`config.mk`:
```
export PLATFORM = sky130hd
export DESIGN_NAME = sxd_stack_decode
export DESIGN_NICKNAME = d
export VERILOG_FILES = /design/src/sxd_pkg.sv /design/src/sxd_stack_decode.sv
export SDC_FILE = /design/constraint.sdc
export NUM_CORES = 1
export LEC_CHECK = 0
export BUFFER_PORTS_ARGS = -buffer_cell sky130_fd_sc_hd__buf_2
export CAP_MARGIN = 20
export CORE_ASPECT_RATIO = 0.7
export CORE_MARGIN = 5
export CORE_UTILIZATION = 55
export DETAILED_ROUTE_END_ITERATION = 10
export GPL_TIMING_DRIVEN = 0
export PLACE_DENSITY = 0.87
export RECOVER_POWER = 25
export SETUP_SLACK_MARGIN = 0.05
export SLEW_MARGIN = 20
export SYNTH_ARGS = -nofsm -noshare
export SYNTH_HDL_FRONTEND = slang
export SYNTH_SLANG_ARGS = --single-unit
```
`constraint.sdc`:
```
create_clock -name pclk -period 3.5 [get_ports pclk]
set_clock_uncertainty 0.1 [all_clocks]
set_input_delay 0.7 -clock pclk [delete_from_list [all_inputs] [get_ports pclk]]
set_output_delay 0.7 -clock pclk [all_outputs]
set_load 0.1 [all_outputs]
```
`src/sxd_pkg.sv`:
```
// package for the stack extension decode block: constants, opcodes, register map
package sxd_pkg;
	localparam int ADDR_W = 12;
	localparam int PC_W = 21;
	localparam logic [7:0] PUSH_LITERAL_HI = 8'hfa;
	localparam logic [7:0] SUB_POINTER_HI = 8'he9;
	localparam logic [1:0] SEL_STACK_RETURN = 2'h3;
	localparam logic [1:0] SEL_STACK_PTR = 2'h2;
	localparam logic [1:0] SEL_PTR0 = 2'h0;
	localparam logic [1:0] SEL_PTR1 = 2'h1;
	localparam logic [11:0] PTR_STEP = 12'h001;
	localparam logic [7:0] OFFSET_LIMIT = 8'h5f;
	localparam logic [11:0] ACCESS_HI_BASE = 12'hf00;
	localparam logic [11:0] PTR_RESET = 12'h000;
	// apb register byte offsets
	localparam logic [7:0] REG_CTRL = 8'h00;
	localparam logic [7:0] REG_INSN = 8'h04;
	localparam logic [7:0] REG_PTR0 = 8'h08;
	localparam logic [7:0] REG_PTR1 = 8'h0c;
	localparam logic [7:0] REG_PTR2 = 8'h10;
	localparam logic [7:0] REG_BANK = 8'h14;
	localparam logic [7:0] REG_RET_TOP = 8'h18;
	localparam logic [7:0] REG_PC = 8'h1c;
	localparam logic [7:0] REG_EADDR = 8'h20;
	localparam logic [7:0] REG_STATUS = 8'h24;
	localparam int CTRL_EXT_BIT = 0;
	localparam int INSN_W = 16;
	typedef enum logic [1:0] {ST_IDLE, ST_RET_NOP} sxd_state_t;
endpackage : sxd_pkg

```
`src/sxd_stack_decode.sv`:
```
// stack extension decode: executes push/sub-pointer/sub-return and forms indexed effective addresses
//
// Implementation choices: the placing of the registers and the APB interface to the registers.
`timescale 1ns/1ps
`default_nettype none
module sxd_stack_decode (
	input wire logic pclk,
	input wire logic presetn,
	input wire logic [7:0] paddr,
	input wire logic psel,
	input wire logic penable,
	input wire logic pwrite,
	input wire logic [31:0] pwdata,
	output var logic [31:0] prdata,
	output var logic pready,
	output var logic pslverr,
	output var logic mem_we,
	output var logic [sxd_pkg::ADDR_W-1:0] mem_addr,
	output var logic [7:0] mem_wdata,
	output var logic [sxd_pkg::ADDR_W-1:0] eff_addr,
	output var logic dest_to_file,
	output var logic pc_load,
	output var logic [sxd_pkg::PC_W-1:0] pc_out
);
	import sxd_pkg::*;

	typedef struct packed {
		logic ext_set_cfg_bit;
		logic [ADDR_W-1:0] ptr0;
		logic [ADDR_W-1:0] ptr1;
		logic [ADDR_W-1:0] stack_pointer_reg;
		logic [3:0] bank_select_reg;
		logic [PC_W-1:0] return_stack_top;
		logic [PC_W-1:0] pc;
		logic [INSN_W-1:0] insn;
		sxd_state_t state;
		logic busy;
		logic [31:0] prdata;
		logic pready;
		logic pslverr;
		logic mem_we;
		logic [ADDR_W-1:0] mem_addr;
		logic [7:0] mem_wdata;
		logic [ADDR_W-1:0] eff_addr;
		logic dest_to_file;
		logic pc_load;
	} sxd_regs_t;

	sxd_regs_t s_reg;
	sxd_regs_t s_next;

	logic setup;
	logic acc_wr;
	logic [7:0] k8;
	logic [ADDR_W-1:0] k6;
	logic [ADDR_W-1:0] operand_addr;

	always_comb begin
		s_next = s_reg;
		setup = psel && !penable;
		acc_wr = psel && penable && pwrite;
		k8 = s_reg.insn[7:0];
		k6 = {6'h00, s_reg.insn[5:0]};
		operand_addr = '0;
		s_next.mem_we = 1'b0;
		s_next.pc_load = 1'b0;
		s_next.pready = setup;
		// refusal is decided at setup so that it stands beside pready
		s_next.pslverr = setup && (paddr > REG_STATUS || paddr[1:0] != 2'h0);

		// effective address for a byte/bit operand held in insn[7:0], access bit insn[8], dest insn[9]
		if (s_reg.insn[8]) begin
			operand_addr = {s_reg.bank_select_reg, k8};
		end else if (s_reg.ext_set_cfg_bit && k8 <= OFFSET_LIMIT) begin
			// a zero stack pointer yields offsets 00h..5fh, the plain access ram
			operand_addr = ADDR_W'(s_reg.stack_pointer_reg + {4'h0, k8});
		end else if (k8 <= OFFSET_LIMIT) begin
			operand_addr = {4'h0, k8};
		end else begin
			operand_addr = ACCESS_HI_BASE | {4'h0, k8};
		end
		s_next.eff_addr = operand_addr;
		s_next.dest_to_file = s_reg.insn[9];

		// instruction issue: a write to the instruction register starts execution
		case (s_reg.state)
			ST_IDLE: begin
				if (s_reg.busy) begin
					s_next.busy = 1'b0;
					if (s_reg.ext_set_cfg_bit && s_reg.insn[15:8] == PUSH_LITERAL_HI) begin
						s_next.mem_we = 1'b1;
						s_next.mem_addr = s_reg.stack_pointer_reg;
						s_next.mem_wdata = k8;
						s_next.stack_pointer_reg = s_reg.stack_pointer_reg - PTR_STEP;
					end else if (s_reg.ext_set_cfg_bit && s_reg.insn[15:8] == SUB_POINTER_HI) begin
						// no status flag exists here; the subtract never touches flags
						case (s_reg.insn[7:6])
							SEL_PTR0: s_next.ptr0 = s_reg.ptr0 - k6;
							SEL_PTR1: s_next.ptr1 = s_reg.ptr1 - k6;
							SEL_STACK_PTR: s_next.stack_pointer_reg = s_reg.stack_pointer_reg - k6;
							default: begin
								s_next.stack_pointer_reg = s_reg.stack_pointer_reg - k6;
								s_next.pc = s_reg.return_stack_top;
								s_next.pc_load = 1'b1;
								s_next.state = ST_RET_NOP;
							end
						endcase
					end
				end
			end
			ST_RET_NOP: begin
				s_next.state = ST_IDLE;
			end
			default: s_next.state = ST_IDLE;
		endcase

		// apb: no wait state, read data is captured at setup, writes take effect in the access phase
		if (setup) begin
			if (paddr == REG_CTRL) begin
				s_next.prdata = {31'h0, s_reg.ext_set_cfg_bit};
			end else if (paddr == REG_INSN) begin
				s_next.prdata = {16'h0, s_reg.insn};
			end else if (paddr == REG_PTR0) begin
				s_next.prdata = {20'h0, s_reg.ptr0};
			end else if (paddr == REG_PTR1) begin
				s_next.prdata = {20'h0, s_reg.ptr1};
			end else if (paddr == REG_PTR2) begin
				s_next.prdata = {20'h0, s_reg.stack_pointer_reg};
			end else if (paddr == REG_BANK) begin
				s_next.prdata = {28'h0, s_reg.bank_select_reg};
			end else if (paddr == REG_RET_TOP) begin
				s_next.prdata = {11'h0, s_reg.return_stack_top};
			end else if (paddr == REG_PC) begin
				s_next.prdata = {11'h0, s_reg.pc};
			end else if (paddr == REG_EADDR) begin
				s_next.prdata = {20'h0, s_reg.eff_addr};
			end else if (paddr == REG_STATUS) begin
				s_next.prdata = {30'h0, s_reg.state == ST_RET_NOP, s_reg.busy};
			end else begin
				s_next.prdata = 32'h0;
			end
		end
		if (psel && penable && s_reg.pready) begin
			s_next.pready = 1'b0;
			if (acc_wr && !s_reg.pslverr) begin
				if (paddr == REG_CTRL) begin
					s_next.ext_set_cfg_bit = pwdata[CTRL_EXT_BIT];
				end else if (paddr == REG_INSN) begin
					// a new instruction while one is in flight is dropped
					if (!s_reg.busy && s_reg.state == ST_IDLE) begin
						s_next.insn = pwdata[INSN_W-1:0];
						s_next.busy = 1'b1;
					end
				end else if (paddr == REG_PTR0) begin
					s_next.ptr0 = pwdata[ADDR_W-1:0];
				end else if (paddr == REG_PTR1) begin
					s_next.ptr1 = pwdata[ADDR_W-1:0];
				end else if (paddr == REG_PTR2) begin
					s_next.stack_pointer_reg = pwdata[ADDR_W-1:0];
				end else if (paddr == REG_BANK) begin
					s_next.bank_select_reg = pwdata[3:0];
				end else if (paddr == REG_RET_TOP) begin
					s_next.return_stack_top = pwdata[PC_W-1:0];
				end else if (paddr == REG_PC) begin
					s_next.pc = pwdata[PC_W-1:0];
				end
			end
		end
	end

	always_ff @(posedge pclk or negedge presetn) begin
		if (!presetn) begin
			s_reg <= '0; // extension disabled out of reset
		end else begin
			s_reg <= s_next;
		end
	end

	assign prdata = s_reg.prdata;
	assign pready = s_reg.pready;
	assign pslverr = s_reg.pslverr;
	assign mem_we = s_reg.mem_we;
	assign mem_addr = s_reg.mem_addr;
	assign mem_wdata = s_reg.mem_wdata;
	assign eff_addr = s_reg.eff_addr;
	assign dest_to_file = s_reg.dest_to_file;
	assign pc_load = s_reg.pc_load;
	assign pc_out = s_reg.pc;
endmodule // sxd_stack_decode
`default_nettype wire

```
; Yosys cells after proc, flatten, opt, wreduce, memory -nomap -nowiden
; Cells that the tools add are included.
[classes]
bitwise_logic = 6
eq_ne = 18
mux = 63
order_cmp = 2
reduce_logical = 26
add_sub_neg = 5
[ops]
columns = op, count
row1 = two-way mux 21 bit, 19
row2 = two-way mux 98 bit, 3
row3 = two-way mux 12 bit, 11
row4 = two-way mux 36 bit, 3
row5 = two-way mux 82 bit, 1
row6 = two-way mux 70 bit, 1
row7 = two-way mux 58 bit, 1
row8 = two-way mux 46 bit, 1
row9 = two-way mux 42 bit, 1
row10 = subtractor 12 x 6 -> 12 bit, 3
row11 = "== test 8 x 5 -> 1 bit, second input constant", 4
row12 = two-way mux 16 bit, 2
row13 = two-way mux 24 bit, 1
row14 = "== test 8 x 4 -> 1 bit, second input constant", 2
row15 = "== test 8 x 6 -> 1 bit, second input constant", 2
row16 = "== test 8 bit, second input constant", 2
row17 = adder 12 x 8 -> 12 bit, 1
row18 = two-way mux 1 bit, 12
row19 = "subtractor 12 x 1 -> 12 bit, second input constant", 1
row20 = logical AND 1 bit, 10
row21 = two-way mux 2 bit, 5
row22 = AND reduction 9 bit, 1
row23 = "== test 8 x 3 -> 1 bit, second input constant", 1
row24 = "> comparator 8 x 6 -> 1 bit, second input constant", 1
row25 = other kinds (18), 31
[word_totals]
output_inout_bits = 90
wordCells = 139
reg_bits = 171

; Longest topological paths before layout
[logic_depth]
depth_word = 17
depth_mapped = 10
ltp_nobuf = 10

; Least setup slack after synthesis
; Ideal clock, no wire load.
[synth_timing]
path_kind = input port to flip-flop
startpoint = input paddr[2]
endpoint = register s_reg (netlist bit k8[7])
arrival_time_ns = 2.670
cell_stages = 7
n_path_buf = 2
setup_time_ns = 0.125
path_slack_ns = 0.605
cell_sequence = buf_2 nor2b_1 nand2_1 nor4b_2 nand3_1 clkbuf_1 mux2_2
[synth_between]
elab_chain_len = 3
word_cells_on_any_way = 4
classes_between = eq/ne (1) / bitwise (1) / reduce/logical (2)
[synth_lines]
columns = item, line
row1 = "start, declared", sxd_stack_decode.sv:9  ; input wire logic [7:0] paddr,
row2 = logical NOT 8 bit, sxd_stack_decode.sv:146  ; if (paddr == REG_CTRL) begin
row3 = NOT 1 bit (no source line), n/a
row4 = AND reduction 5 bit (no source line) *, n/a
row5 = "end signal, assigned", sxd_stack_decode.sv:175  ; s_reg <= s_next;
row6 = "end, declared", sxd_stack_decode.sv:49  ; sxd_regs_t s_reg;
; Every way passes the cells marked *; elsewhere a longest branch is shown, timed or not.
; A chain may end at the register's enable or synchronous reset.

; Worst setup path in the final report
; Same ends and word-level chain as after synthesis.

==> reports/results.ini <==
[power]
p_per_area_mw_per_mm2=369
p_int_w=0.00294
p_total_w=0.00408
ir_drop_mv=0.330
clkPwrFrac_pct=46.1
p_leak_nw=5.07
p_switching_w=0.00113
pwr-share-seq_pct=45.6
pwr-share-comb_pct=8.2
p_sw_share_pct=27.8

[timing]
rsz0062_at_grt=no
hold_violations=0
worst_slack_ns=0.0856
finalMaxSlewViolations=82
fin_crit_sh_pct=97.6
fmax_mhz=293
min_period_ns=3.41
finalSetupViolCount=0
tightestPinTransition_ns=2.08
timing.hold.ws_ns=0.383
tns_ns=0
slew_headroom_pct=-38.5

[cts]
cts_setup_buffers=0
cts_sinks=159
clock_latency_ns=0.43
htreeDepth=4
clock_path_buffers=2
cts_buffers=17
tritoncts=built
path_clk_slew_ns=0.07
root_buffer=clkbuf_16

[cells_and_area]
seqCellArea_mm2=0.00398
multiInputGateArea_mm2=0.00468
utilization_pct=64.6
synthToLayoutAreaGrowth_pct=15.8
layout-drive-gt1-share_pct=26.3
nFillCells=1419
antenna_cells=0
layout_commonest_cell=dfrtp_1
nNetsFinal=1236
mostFrequentLayoutCells=dfrtp_1 (159), buf_2 (111), nand2_1 (103)
largest_reg_flops=71

[yosys]
async_reset_ff_share_pct=100
synth_top_area_share_pct=41.7
ys.flop_type=dfrtp_1
synth_area_leaders=dfrtp_1 (42%), mux2_2 (7.2%), buf_4 (6.7%)
netlist_area_mm2=0.00955
yosys_warnings=0
synth_edf_count=0
syn_inst=1017
ys_seq_area_share_pct=41.7
synth_cell_types=66
ys_seq_elements=159
synth_area_per_cell_um2=9.39
synth_top_cell_by_area=dfrtp_1

[floorplanning]
die_y_um=120
initial_core_util_pct=55.8
coreArea_mm2=0.0171
die_width_um=167
row_count=40
io_pins=135
die_area_mm2=0.0201

[placed_design]
post-place-ws_ns=-0.545
gp_congestion=1.04
post-dp-hpwl_um=22700
io_buffers=110

[drt]
vias_per_cell=5.95
via_count=8336
dr.pass1.iters=6
wl_per_cell_um=21.4
drt_iter0_markers=1039
postRouteAntennaNets=0
routed_wl_um=29900
drc_errors=0

[setup_path]
crit_required_ns=3.71
cp_cell_sequence=buf_2 > nor2b_1 > nand2_1 > nor4b_4 > nand3_1 > clkbuf_1 > mux2_2
arrival_ns=3.63
cp_top_family=simple AND/OR/NAND/NOR gates
worst_path_max_delay_cell=nor4b_4
start_kind=input port
path_max_fanout=10
crit_type=in2reg
crit_buf_inv=2
crit_path_max_incr_delay_ns=0.68
cp-end-kind=flop

[global_routing]
antenna_found_initial=1
grt_max_degree=83
grt_pass1_vias=8139
grtUsageTotal_pct=29.7
gr-total-overflow=0
grt_pass1_wl_um=46000

[flow_run]
cap_viol_max_count=1

[outcome]
violations=max-capacitance violations, max-slew violations
status=finished with violations

[hold_path]
hold_path.class=reg2reg

[logic make-up after synthesis]
logic type,Yosys count,share of synthesized area [%]
xor+xnor,29,2.66
simple gates,298,14.4
flops,159,41.7
buf+inv,157,9.79
compound gates,235,15.0
other cells,1,0.0393
mux,104,11.7
fa+ha+maj,34,4.77
[worst paths after layout]
| path | startpoint | slack (ns) | end | cells after the start |
|---|---|---|---|---|
| setup / recovery | paddr[2] | 0.09 | k8[7] | 7 |
| hold / removal | prdata[18] | 0.38 | prdata[18] | 2 |
| setup reg to reg | s_reg[80] | 0.29 | pc_out[12] | 7 |
| hold reg to reg | prdata[18] | 0.38 | prdata[18] | 2 |
| max in group asynchronous | presetn | 1.30 | pslverr | 2 |
| min in group asynchronous | presetn | 0.78 | mem_wdata[5] | 1 |
[worst register-to-register path, delay by kind of cell (launching register included)]
| family | cells | cell delay, ns |
|---|---|---|
| multiplexers | 1 | 0.25 |
| AND/OR/NAND/NOR | 3 | 1.48 |
| flip-flops | 1 | 0.32 |
| buffers and inverters | 2 | 0.81 |
| AO/OA/AOI/OAI | 1 | 0.09 |
[power by group through the flow]
stage	sequential (W)	clock [W]	combinational, W
finish	0.00186	0.00188	0.000336
global route	0.00186	0.00198	0.000356
CTS	0.00186	0.00189	0.000332
detailed placement	0.00189	0	0.000330
global placement	0.00189	0	0.000323
floorplan	0.00190	0	0.000196
[per-stage QoR]
step / cells / cell area [um2]
global placement: 1368 / 10400
global route: 1401 / 11100
CTS: 1401 / 11100
detailed placement: 1369 / 10500
floorplan: 1027 / 9590
finish: 1401 / 11100
[repair_timing]
action	4_1_cts	5_1_grt
endpoints found under the setup margin	9	4
resized for setup	1	1
hold buffers	0	0
[layer usage]
layer	wire [um]	track usage (%)	share of wire, %
met1	12800	43.2	43
met2	12600	43.1	42
met3	3910	9.90	13
met4	612	6.64	2.0
met5	25	0	0.084
[cell usage after synthesis (3+ instances only)]
| cell type | instances |
|---|---|
| dfrtp_1 | 159 |
| nand2_1 | 103 |
| nor2_1 | 97 |
| buf_4 | 85 |
| o21ai_0 | 83 |
| a21oi_1 | 69 |
| mux2_2 | 61 |
| mux2i_1 | 43 |
| clkbuf_1 | 33 |
| ha_1 | 30 |
| inv_1 | 28 |
| xnor2_1 | 22 |
| nor3_1 | 20 |
| nor2b_1 | 16 |
| nand3_1 | 12 |
| a211oi_1 | 10 |
| o31ai_1 | 10 |
| nand2b_1 | 9 |
| nor4_1 | 8 |
| a221oi_1 | 7 |
| a22o_1 | 7 |
| a22oi_1 | 7 |
| xor2_1 | 7 |
| or3_1 | 6 |
| buf_1 | 5 |
| or4_1 | 5 |
| a21o_1 | 4 |
| fa_1 | 4 |
| o21a_1 | 4 |
| o22ai_1 | 4 |
| a2111oi_0 | 3 |
| and3_1 | 3 |
| buf_2 | 3 |
| buf_6 | 3 |
| nand4_1 | 3 |
| o31a_1 | 3 |
[final cells by class]
cell class,instances,area share (%)
buffer,129,7.51
clock buffer,17,3.85
clock inverter,15,1.55
inverter,28,0.950
multi-input combinational,711,42.3
sequential,159,36.0
tap,231,2.61
timing repair buffer,111,5.21
Power figures use the tool's default switching activity.
